## src/design/nvram_pkg.sv

```systemverilog
// Shared constants for the serial nonvolatile RAM command port.
// Assumes a single 50 MHz system clock on both ends.
package nvram_pkg;
    localparam int WORD_W = 16;
    localparam int ADDR_W = 4;
    localparam int DEPTH = 16;
    localparam int OP_W = 3;
    localparam int INSTR_W = 8;
    localparam logic [2:0] OP_WRITE_DISABLE = 3'h0;
    localparam logic [2:0] OP_SAVE = 3'h1;
    localparam logic [2:0] OP_WRITE = 3'h3;
    localparam logic [2:0] OP_WRITE_PERMIT = 3'h4;
    localparam logic [2:0] OP_RELOAD = 3'h5;
    localparam logic [1:0] OP_READ_HI = 2'h3;
    localparam int CLK_MHZ = 50;
    // Shift clock half period at least 400 ns
    localparam int SHIFT_HALF_NS = 400;
    localparam int SHIFT_HALF_CYC = (SHIFT_HALF_NS * CLK_MHZ + 999) / 1000;
    // Save takes at most 10 ms
    localparam int SAVE_MS = 10;
    localparam int SAVE_CYC = SAVE_MS * CLK_MHZ * 1000;
endpackage : nvram_pkg

```

## src/design/nvram_link_if.sv

```systemverilog
// Serial link between host and nonvolatile RAM port.
// Assumes both ends share clk; the wire level of the data out is resolved here.
`timescale 1ns/1ps
interface nvram_link_if;
    logic chip_en;
    logic shift_clock;
    logic serial_in;
    logic serial_out_o;
    logic serial_out_oe;
    logic serial_out;
    logic save_n;
    logic reload_n;
    assign serial_out = serial_out_oe ? serial_out_o : 1'b1;
    modport dev (input chip_en, shift_clock, serial_in, save_n, reload_n, output serial_out_o, serial_out_oe);
    modport host (output chip_en, shift_clock, serial_in, save_n, reload_n, input serial_out);
endinterface : nvram_link_if

```

## src/design/nvram_device.sv

```systemverilog
// Device end: serial command decoder, 16x16 RAM with shadow nonvolatile copy.
// Assumes link pins are synchronous to clk and shift_clock is slow versus clk.
//
// Functional notes
// - Instruction: start one, four address, three opcode
// - Opcode 000 clears write permit
// - Opcode 001 saves RAM to nonvolatile
// - Opcode 011 writes following word to RAM
// - Opcode 100 sets write permit
// - Opcode 101 reloads nonvolatile into RAM
// - Opcode 11x reads addressed RAM word
// - Input bits sampled on rising shift clock
// - Output undriven except while shifting read data
// - Host holds chip enable through transfer
// - Write followed by sixteen data bits
// - Read shifts out sixteen data bits
// - First bit after eighth falling edge
// - Eighth bit of read ignored
// - Early chip enable drop aborts, clears shifter
// - Host gives exactly sixteen data clocks
// - Shift state held while clock stopped
// - Sixteen words of sixteen bits
// - Save and reload also from pins
// - Permit cleared at reset, disable, save
// - Write and save need prior reload
// - Low reload pin reloads, low save pin saves
// - Save in progress ignores everything else
`timescale 1ns/1ps
module nvram_device #(
    parameter int SAVE_CYCLES = nvram_pkg::SAVE_CYC
) (
    // Clock and reset
    input wire logic clk,
    input wire logic rstn,
    // Link
    nvram_link_if.dev link,
    // Status
    output logic busy,
    output logic write_permit,
    output logic reloaded
);
    import nvram_pkg::*;

    // A save must last at least one clock
    if (SAVE_CYCLES < 1) begin : g_bad_save_cycles
        $error("SAVE_CYCLES must be at least 1");
    end

    typedef enum logic [1:0] {S_INSTR, S_WDATA, S_RDATA, S_SAVE} dstate_t;

    // Shift a word left by one, taking in a new low bit
    function automatic logic [WORD_W-1:0] shift_word(input logic [WORD_W-1:0] word, input logic bit_in);
        return {word[WORD_W-2:0], bit_in};
    endfunction : shift_word

    dstate_t state_ff;
    logic [WORD_W-1:0] ram_ff [DEPTH];
    logic [WORD_W-1:0] nv_ff [DEPTH];
    logic [INSTR_W-1:0] sh_ff;
    logic [3:0] cnt_ff;
    logic [ADDR_W-1:0] addr_ff;
    logic [WORD_W-1:0] data_ff;
    logic sclk_ff;
    logic permit_ff;
    logic reloaded_ff;
    logic oe_ff;
    logic out_ff;
    logic save_pin_ff;
    logic reload_pin_ff;
    logic [31:0] save_cnt_ff;

    wire sclk_rise = link.shift_clock & ~sclk_ff;
    wire sclk_fall = ~link.shift_clock & sclk_ff;
    wire [INSTR_W-1:0] shifted = {sh_ff[INSTR_W-2:0], link.serial_in};
    wire started = sh_ff[INSTR_W-1];
    wire instr_done = sclk_rise && sh_ff[INSTR_W-2];
    wire [ADDR_W-1:0] op_addr = shifted[OP_W+ADDR_W-1:OP_W];
    wire [OP_W-1:0] opcode = shifted[OP_W-1:0];
    wire is_read = opcode[2:1] == OP_READ_HI;
    wire may_modify = permit_ff && reloaded_ff;
    wire save_pin_fall = ~link.save_n & save_pin_ff;
    wire reload_pin_fall = ~link.reload_n & reload_pin_ff;
    // Hardware reload is held off while an instruction is being shifted in
    wire idle_instr = state_ff == S_INSTR && !started && sh_ff == '0;
    wire sw_save = state_ff == S_INSTR && link.chip_en && instr_done && opcode == OP_SAVE;
    wire sw_reload = state_ff == S_INSTR && link.chip_en && instr_done && opcode == OP_RELOAD;
    // Saves need both latches, reloads need neither
    wire do_save = (sw_save || (save_pin_fall && state_ff != S_SAVE)) && may_modify;
    wire do_reload = state_ff != S_SAVE && (sw_reload || (reload_pin_fall && idle_instr));
    wire save_done = state_ff == S_SAVE && save_cnt_ff == 32'(SAVE_CYCLES - 1);
    wire wr_last = state_ff == S_WDATA && sclk_rise && cnt_ff == 4'hf;

    assign link.serial_out_o = out_ff;
    assign link.serial_out_oe = oe_ff;
    assign busy = state_ff == S_SAVE;
    assign write_permit = permit_ff;
    assign reloaded = reloaded_ff;

    // Pin edge history
    always_ff @(posedge clk or negedge rstn) begin
        if (!rstn) begin
            sclk_ff <= 1'b0;
            save_pin_ff <= 1'b1;
            reload_pin_ff <= 1'b1;
        end else begin
            sclk_ff <= link.shift_clock;
            save_pin_ff <= link.save_n;
            reload_pin_ff <= link.reload_n;
        end
    end

    // Protocol engine
    always_ff @(posedge clk or negedge rstn) begin
        if (!rstn) begin
            state_ff <= S_INSTR;
            sh_ff <= '0;
            cnt_ff <= '0;
            addr_ff <= '0;
            data_ff <= '0;
            permit_ff <= 1'b0;
            reloaded_ff <= 1'b0;
            oe_ff <= 1'b0;
            out_ff <= 1'b0;
            save_cnt_ff <= '0;
        end else if (state_ff == S_SAVE) begin
            oe_ff <= 1'b0;
            sh_ff <= '0;
            save_cnt_ff <= save_cnt_ff + 32'd1;
            if (save_done) begin
                state_ff <= S_INSTR;
                permit_ff <= 1'b0;
            end
        end else if (do_save) begin
            state_ff <= S_SAVE;
            save_cnt_ff <= '0;
            sh_ff <= '0;
            oe_ff <= 1'b0;
        end else if (!link.chip_en) begin
            state_ff <= S_INSTR;
            sh_ff <= '0;
            cnt_ff <= '0;
            oe_ff <= 1'b0;
            if (do_reload) reloaded_ff <= 1'b1;
        end else begin
            if (do_reload) reloaded_ff <= 1'b1;
            unique case (state_ff)
                S_INSTR: begin
                    if (sclk_rise && (started || link.serial_in || sh_ff != '0)) begin
                        sh_ff <= shifted;
                    end
                    if (instr_done) begin
                        sh_ff <= '0;
                        addr_ff <= op_addr;
                        cnt_ff <= '0;
                        if (is_read) begin
                            state_ff <= S_RDATA;
                            data_ff <= ram_ff[op_addr];
                        end else if (opcode == OP_WRITE) begin
                            state_ff <= S_WDATA;
                        end else if (opcode == OP_WRITE_PERMIT) begin
                            permit_ff <= 1'b1;
                        end else if (opcode == OP_WRITE_DISABLE) begin
                            permit_ff <= 1'b0;
                        end
                    end
                end
                S_WDATA: begin
                    if (sclk_rise) begin
                        data_ff <= shift_word(data_ff, link.serial_in);
                        cnt_ff <= cnt_ff + 4'h1;
                        if (cnt_ff == 4'hf) state_ff <= S_INSTR;
                    end
                end
                S_RDATA: begin
                    if (sclk_fall && !oe_ff && cnt_ff == 4'h0) begin
                        oe_ff <= 1'b1;
                        out_ff <= data_ff[WORD_W-1];
                        data_ff <= shift_word(data_ff, 1'b0);
                    end else if (sclk_rise && oe_ff) begin
                        cnt_ff <= cnt_ff + 4'h1;
                        if (cnt_ff == 4'hf) begin
                            oe_ff <= 1'b0;
                            state_ff <= S_INSTR;
                        end else begin
                            out_ff <= data_ff[WORD_W-1];
                            data_ff <= shift_word(data_ff, 1'b0);
                        end
                    end
                end
                default: state_ff <= S_INSTR;
            endcase
        end
    end

    // Memory arrays
    always_ff @(posedge clk) begin
        if (do_reload) begin
            ram_ff <= nv_ff;
        end else if (wr_last && link.chip_en && may_modify) begin
            ram_ff[addr_ff] <= shift_word(data_ff, link.serial_in);
        end
        if (save_done) nv_ff <= ram_ff;
    end
endmodule : nvram_device

```

## src/flat_wrapper.sv

```systemverilog
// flat-port wrapper written by rule: the top's interface ports become plain ports
module nvram_device_flat import nvram_pkg::*;
#(
    parameter int SAVE_CYCLES = nvram_pkg::SAVE_CYC
)
  (clk, rstn, busy, write_permit, reloaded, link_chip_en, link_shift_clock, link_serial_in, link_save_n, link_reload_n, link_serial_out_o, link_serial_out_oe);
  nvram_link_if link_i ();
  input wire logic clk;
  input wire logic rstn;
  output logic busy;
  output logic write_permit;
  output logic reloaded;
  input wire logic [$bits(link_i.chip_en)-1:0] link_chip_en;
  input wire logic [$bits(link_i.shift_clock)-1:0] link_shift_clock;
  input wire logic [$bits(link_i.serial_in)-1:0] link_serial_in;
  input wire logic [$bits(link_i.save_n)-1:0] link_save_n;
  input wire logic [$bits(link_i.reload_n)-1:0] link_reload_n;
  output wire logic [$bits(link_i.serial_out_o)-1:0] link_serial_out_o;
  output wire logic [$bits(link_i.serial_out_oe)-1:0] link_serial_out_oe;
  assign link_i.chip_en = link_chip_en;
  assign link_i.shift_clock = link_shift_clock;
  assign link_i.serial_in = link_serial_in;
  assign link_i.save_n = link_save_n;
  assign link_i.reload_n = link_reload_n;
  assign link_serial_out_o = link_i.serial_out_o;
  assign link_serial_out_oe = link_i.serial_out_oe;
  nvram_device #(.SAVE_CYCLES(SAVE_CYCLES)) u_core (.clk(clk), .rstn(rstn), .link(link_i), .busy(busy), .write_permit(write_permit), .reloaded(reloaded));
endmodule
```

## config.mk

```make
export PLATFORM = sky130hd
export DESIGN_NAME = nvram_device_flat
export DESIGN_NICKNAME = d
export VERILOG_FILES = /design/src/design/nvram_pkg.sv /design/src/design/nvram_link_if.sv /design/src/design/nvram_device.sv /design/src/flat_wrapper.sv
export SDC_FILE = /design/constraint.sdc
export NUM_CORES = 1
export LEC_CHECK = 0
export BUFFER_PORTS_ARGS = -buffer_cell sky130_fd_sc_hd__buf_2
export CORE_MARGIN = 2
export CORE_UTILIZATION = 50
export CTS_CLUSTER_DIAMETER = 80
export DETAILED_ROUTE_END_ITERATION = 12
export GPL_TIMING_DRIVEN = 0
export HOLD_SLACK_MARGIN = 0.03
export MAX_ROUTING_LAYER = met4
export PLACE_DENSITY = 0.76
export SLEW_MARGIN = 20
export SYNTH_ARGS = -nofsm -noshare
export SYNTH_HDL_FRONTEND = slang
export SYNTH_SLANG_ARGS = --single-unit
```

## constraint.sdc

```tcl
create_clock -name clk -period 5.9 [get_ports clk]
set_clock_uncertainty 0.05 [all_clocks]
set_input_delay 0.885 -clock clk [delete_from_list [all_inputs] [get_ports clk]]
set_output_delay 0.885 -clock clk [all_outputs]
set_load 0.02 [all_outputs]
```

==> summary.txt <==
Run status
  • Status: finished clean

Critical path
  • Critical path class: reg -> reg
  • Slowest cell on the critical path: and4bb_4
  • Required @ worst endpoint: 6.14 ns
  • Crit end category: flip-flop
  • Startpoint types: flip-flop
  • Arrival time at the worst endpoint: 3.94 ns
  • Critical path buffer and inverter count: 6
  • Worst stage delay on the critical path: 0.65 ns
  • CP most frequent cell: buf_16
  • CP Cell Sequence: ha_1 -> buf_2 -> nand3_1 -> nor2_1 -> and4bb_4 -> buf_12 -> buf_12 -> buf_16 -> buf_16 -> buf_16
  • Worst path top cell family by delay: buffers and inverters
  • Crit-path max FO: 45

Floorplanning
  • Total core area: roughly 0.050 sq mm
  • Die area: 0.0524 sq mm
  • Ports: 12
  • Die Ht: 229 um
  • Cell row count: a little over 80
  • DIE WIDTH: 229 um
  • Initial Utilization: ~50%

Placed design
  • DP Area: around 0.027 sq mm
  • GP Congestion: 1.01
  • IO Port Bufs: 10
  • Hpwl dp: 44.3 mm
  • Inst Count DP: approximately 2700
  • Worst slack, placed: approximately 1.6 ns

Detailed routing
  • Post-route DRC: 0
  • Wire length per cell: 23.9 um
  • Vias: 17200
  • DRT Pass-1 Iters: 5
  • Vias per inst: 6.15
  • Iter 0 DRT Violations: about 2700
  • Total Routed Length: 66.9 mm
  • DRT antenna net count: 0

CTS
  • Post-CTS setup buffers: 0
  • Clk Tree Root Cell: clkbuf_16
  • # hold bufs at CTS: 0
  • Longest Clk Path Bufs: 3
  • Worst skew pair latency: just over 0.6 ns
  • CTS HTree Levels: 2
  • # clock sinks: around 590
  • CTS tree: built
  • CTS Buf Count: 56
  • Cts repair resizes: 0
  • Clk slew on worst S/H paths: around 0.07 ns

Pwr
  • Leakage: between 10 and 15 nW
  • Peak supply drop: 257 uV
  • Design Power: 9.97 mW
  • P per Cell Area: 348 mW/mm^2

Global routing
  • Vias in the first global route: 17100
  • Total GRT Usage: a little over a quarter
  • Global route total overflow: 0
  • Largest net degree at the start of global routing: 58
  • First-pass GRT wire length: 102 mm
  • Initial antenna violation count: 0

Synthesis
  • Most used DFF post-synth: edfxtp_1
  • Synth unique cells: 62
  • Post-Syn Nets: ~2000
  • Mapped Cells: approximately 2000
  • Post-synthesis area per instance: 12.7 sq um
  • Ys Warns: 0
  • Ys async rst share: between 10% and 20%
  • Number of synthesized register bits: 585
  • EDFF count, synth: 512
  • Seq/Total Area, Yosys: 68.0%
  • Synth Cell Area: 0.0253 sq mm

Job
  • Max-Cap Viols: 0

STA
  • Fin. Hold Viols: 0
  • Minimum hold slack: 0.109 ns
  • Fin Setup TNS: 0 ns
  • Unrepaired setup endpoints after global routing: false
  • Crit path setup slack, layout: around 2.2 ns
  • Final min period: 3.70 ns
  • Setup Viol. Count Final: 0
  • Tcrit/Tclk final: 62.7%
  • Max transition margin: between 10% and 20%
  • Pins Over Slew Limit: 0
  • Worst-Margin Slew: 1.26 ns
  • Max Fclk: 270 MHz

Layout
  • # diodes: 0
  • Final net count: 2093
  • Most frequent cells in the layout: nand2_1 (554), edfxtp_1 (512), nand3_1 (271)
  • Layout cells sized above 1: 14.6%
  • Core Util, Final: between 50% and 60%
  • Commonest non-fill, non-tap cell in the layout: nand2_1
  • Synth-to-Final Area Change: 13.2%
  • Finished Layout Cells: 2796
  • Fin area: 0.0286 sq mm

Worst hold path
  • Worst Hold Class: in -> async
-- cells in the mapped netlist (3+ instances only) --
| master | count | area share [%] |
|---|---|---|
| nand3_1 | 271 | 5.4 |
| and4_1 | 3 | 0.10 |
| or4_1 | 5 | 0.15 |
| a21oi_1 | 27 | 0.53 |
| inv_1 | 16 | 0.24 |
| nand3b_1 | 4 | 0.12 |
| o211ai_1 | 7 | 0.21 |
| nor4_1 | 5 | 0.12 |
| a221oi_1 | 16 | 0.55 |
| mux4_2 | 47 | 4.2 |
| nor2_1 | 28 | 0.42 |
| buf_2 | 54 | 1.1 |
| buf_8 | 3 | 0.18 |
| nand2b_1 | 12 | 0.30 |
| buf_1 | 30 | 0.45 |
| clkbuf_1 | 57 | 0.85 |
| o311ai_0 | 3 | 0.10 |
| dfrtp_1 | 71 | 7.0 |
| o31ai_1 | 21 | 0.62 |
| o21ai_0 | 28 | 0.55 |
| buf_4 | 9 | 0.27 |
| mux2i_1 | 44 | 1.7 |
| nand4_1 | 16 | 0.40 |
| xor2_1 | 5 | 0.17 |
| nor3_1 | 9 | 0.18 |
| mux2_4 | 10 | 0.59 |
| and3_1 | 4 | 0.099 |
| nor2b_1 | 5 | 0.12 |
| ha_1 | 8 | 0.40 |
| a22oi_1 | 16 | 0.48 |
| mux2_2 | 31 | 1.4 |
| nor3b_1 | 6 | 0.18 |
| edfxtp_1 | 512 | 61 |
| o21ai_1 | 10 | 0.20 |
| buf_6 | 5 | 0.22 |
| o41ai_1 | 3 | 0.10 |
| nand2_1 | 554 | 8.2 |
| and2_1 | 3 | 0.074 |
-- registers in the layout (all words and copies together) (netlist names), 2 cells and up --
register / cells
u_core.addr_ff: 4
u_core.cnt_ff: 4
u_core.data_ff: 16
u_core.nv_ff: 256
u_core.ram_ff: 256
u_core.save_cnt_ff: 32
u_core.sh_ff: 8
u_core.state_ff: 2
-- layer usage --
layer  up-vias  wire length (um)  global-route usage, %
met3       202              7110                   5.39
met2      1101             30600                   38.9
met5         -                 0                      -
met4         0              3080                   11.6
li1       7427                 -                      -
met1      8475             26100                   35.2
-- final timing paths --
path / start / end / slack [ns] / cells past startpoint
max in group asynchronous: rstn / u_core.save_pin_ff / 5.06 / 2
min in group clk: link_save_n / u_core.save_pin_ff / 0.33 / 1
min: rstn / u_core.cnt_ff[0] / 0.11 / 1
min reg2reg: u_core.ram_ff[36] / u_core.nv_ff[36] / 0.40 / 0
max: u_core.state_ff[1] / u_core.nv_ff[72] / 2.20 / 10
max reg2reg: u_core.state_ff[1] / u_core.nv_ff[72] / 2.20 / 10
-- cell type report --
type / count / area, sq um
fill: 3947 / 21400
buffer: 158 / 767
clock inverter: 39 / 423
tap: 672 / 841
timing repair buffer: 34 / 427
clock buffer: 65 / 1490
sequential: 585 / 17200
multi-input combinational: 1226 / 7420
inverter: 17 / 63.8
-- power by group --
group | leakage, nW | internal (mW) | switching, mW | total [mW]
registers | 5.58 | 4.75 | 0.0959 | 4.84
logic | 4.09 | 0.345 | 0.990 | 1.33
clock network | 0.939 | 2.19 | 1.60 | 3.79
-- cells by family (layout without fill, tap and decap cells) --
family / after synthesis / in the layout / share of synthesized area (%)
adder cells (fa/ha/maj): 8 / 8 / 0.396
flip-flops: 585 / 585 / 68.0
AO/OA/AOI/OAI: 143 / 143 / 3.79
AND/OR/NAND/NOR: 936 / 936 / 16.3
buffers and inverters: 175 / 313 / 3.28
XOR/XNOR: 6 / 6 / 0.208
multiplexers: 133 / 133 / 8.01
(Power assumes the default switching activity.)
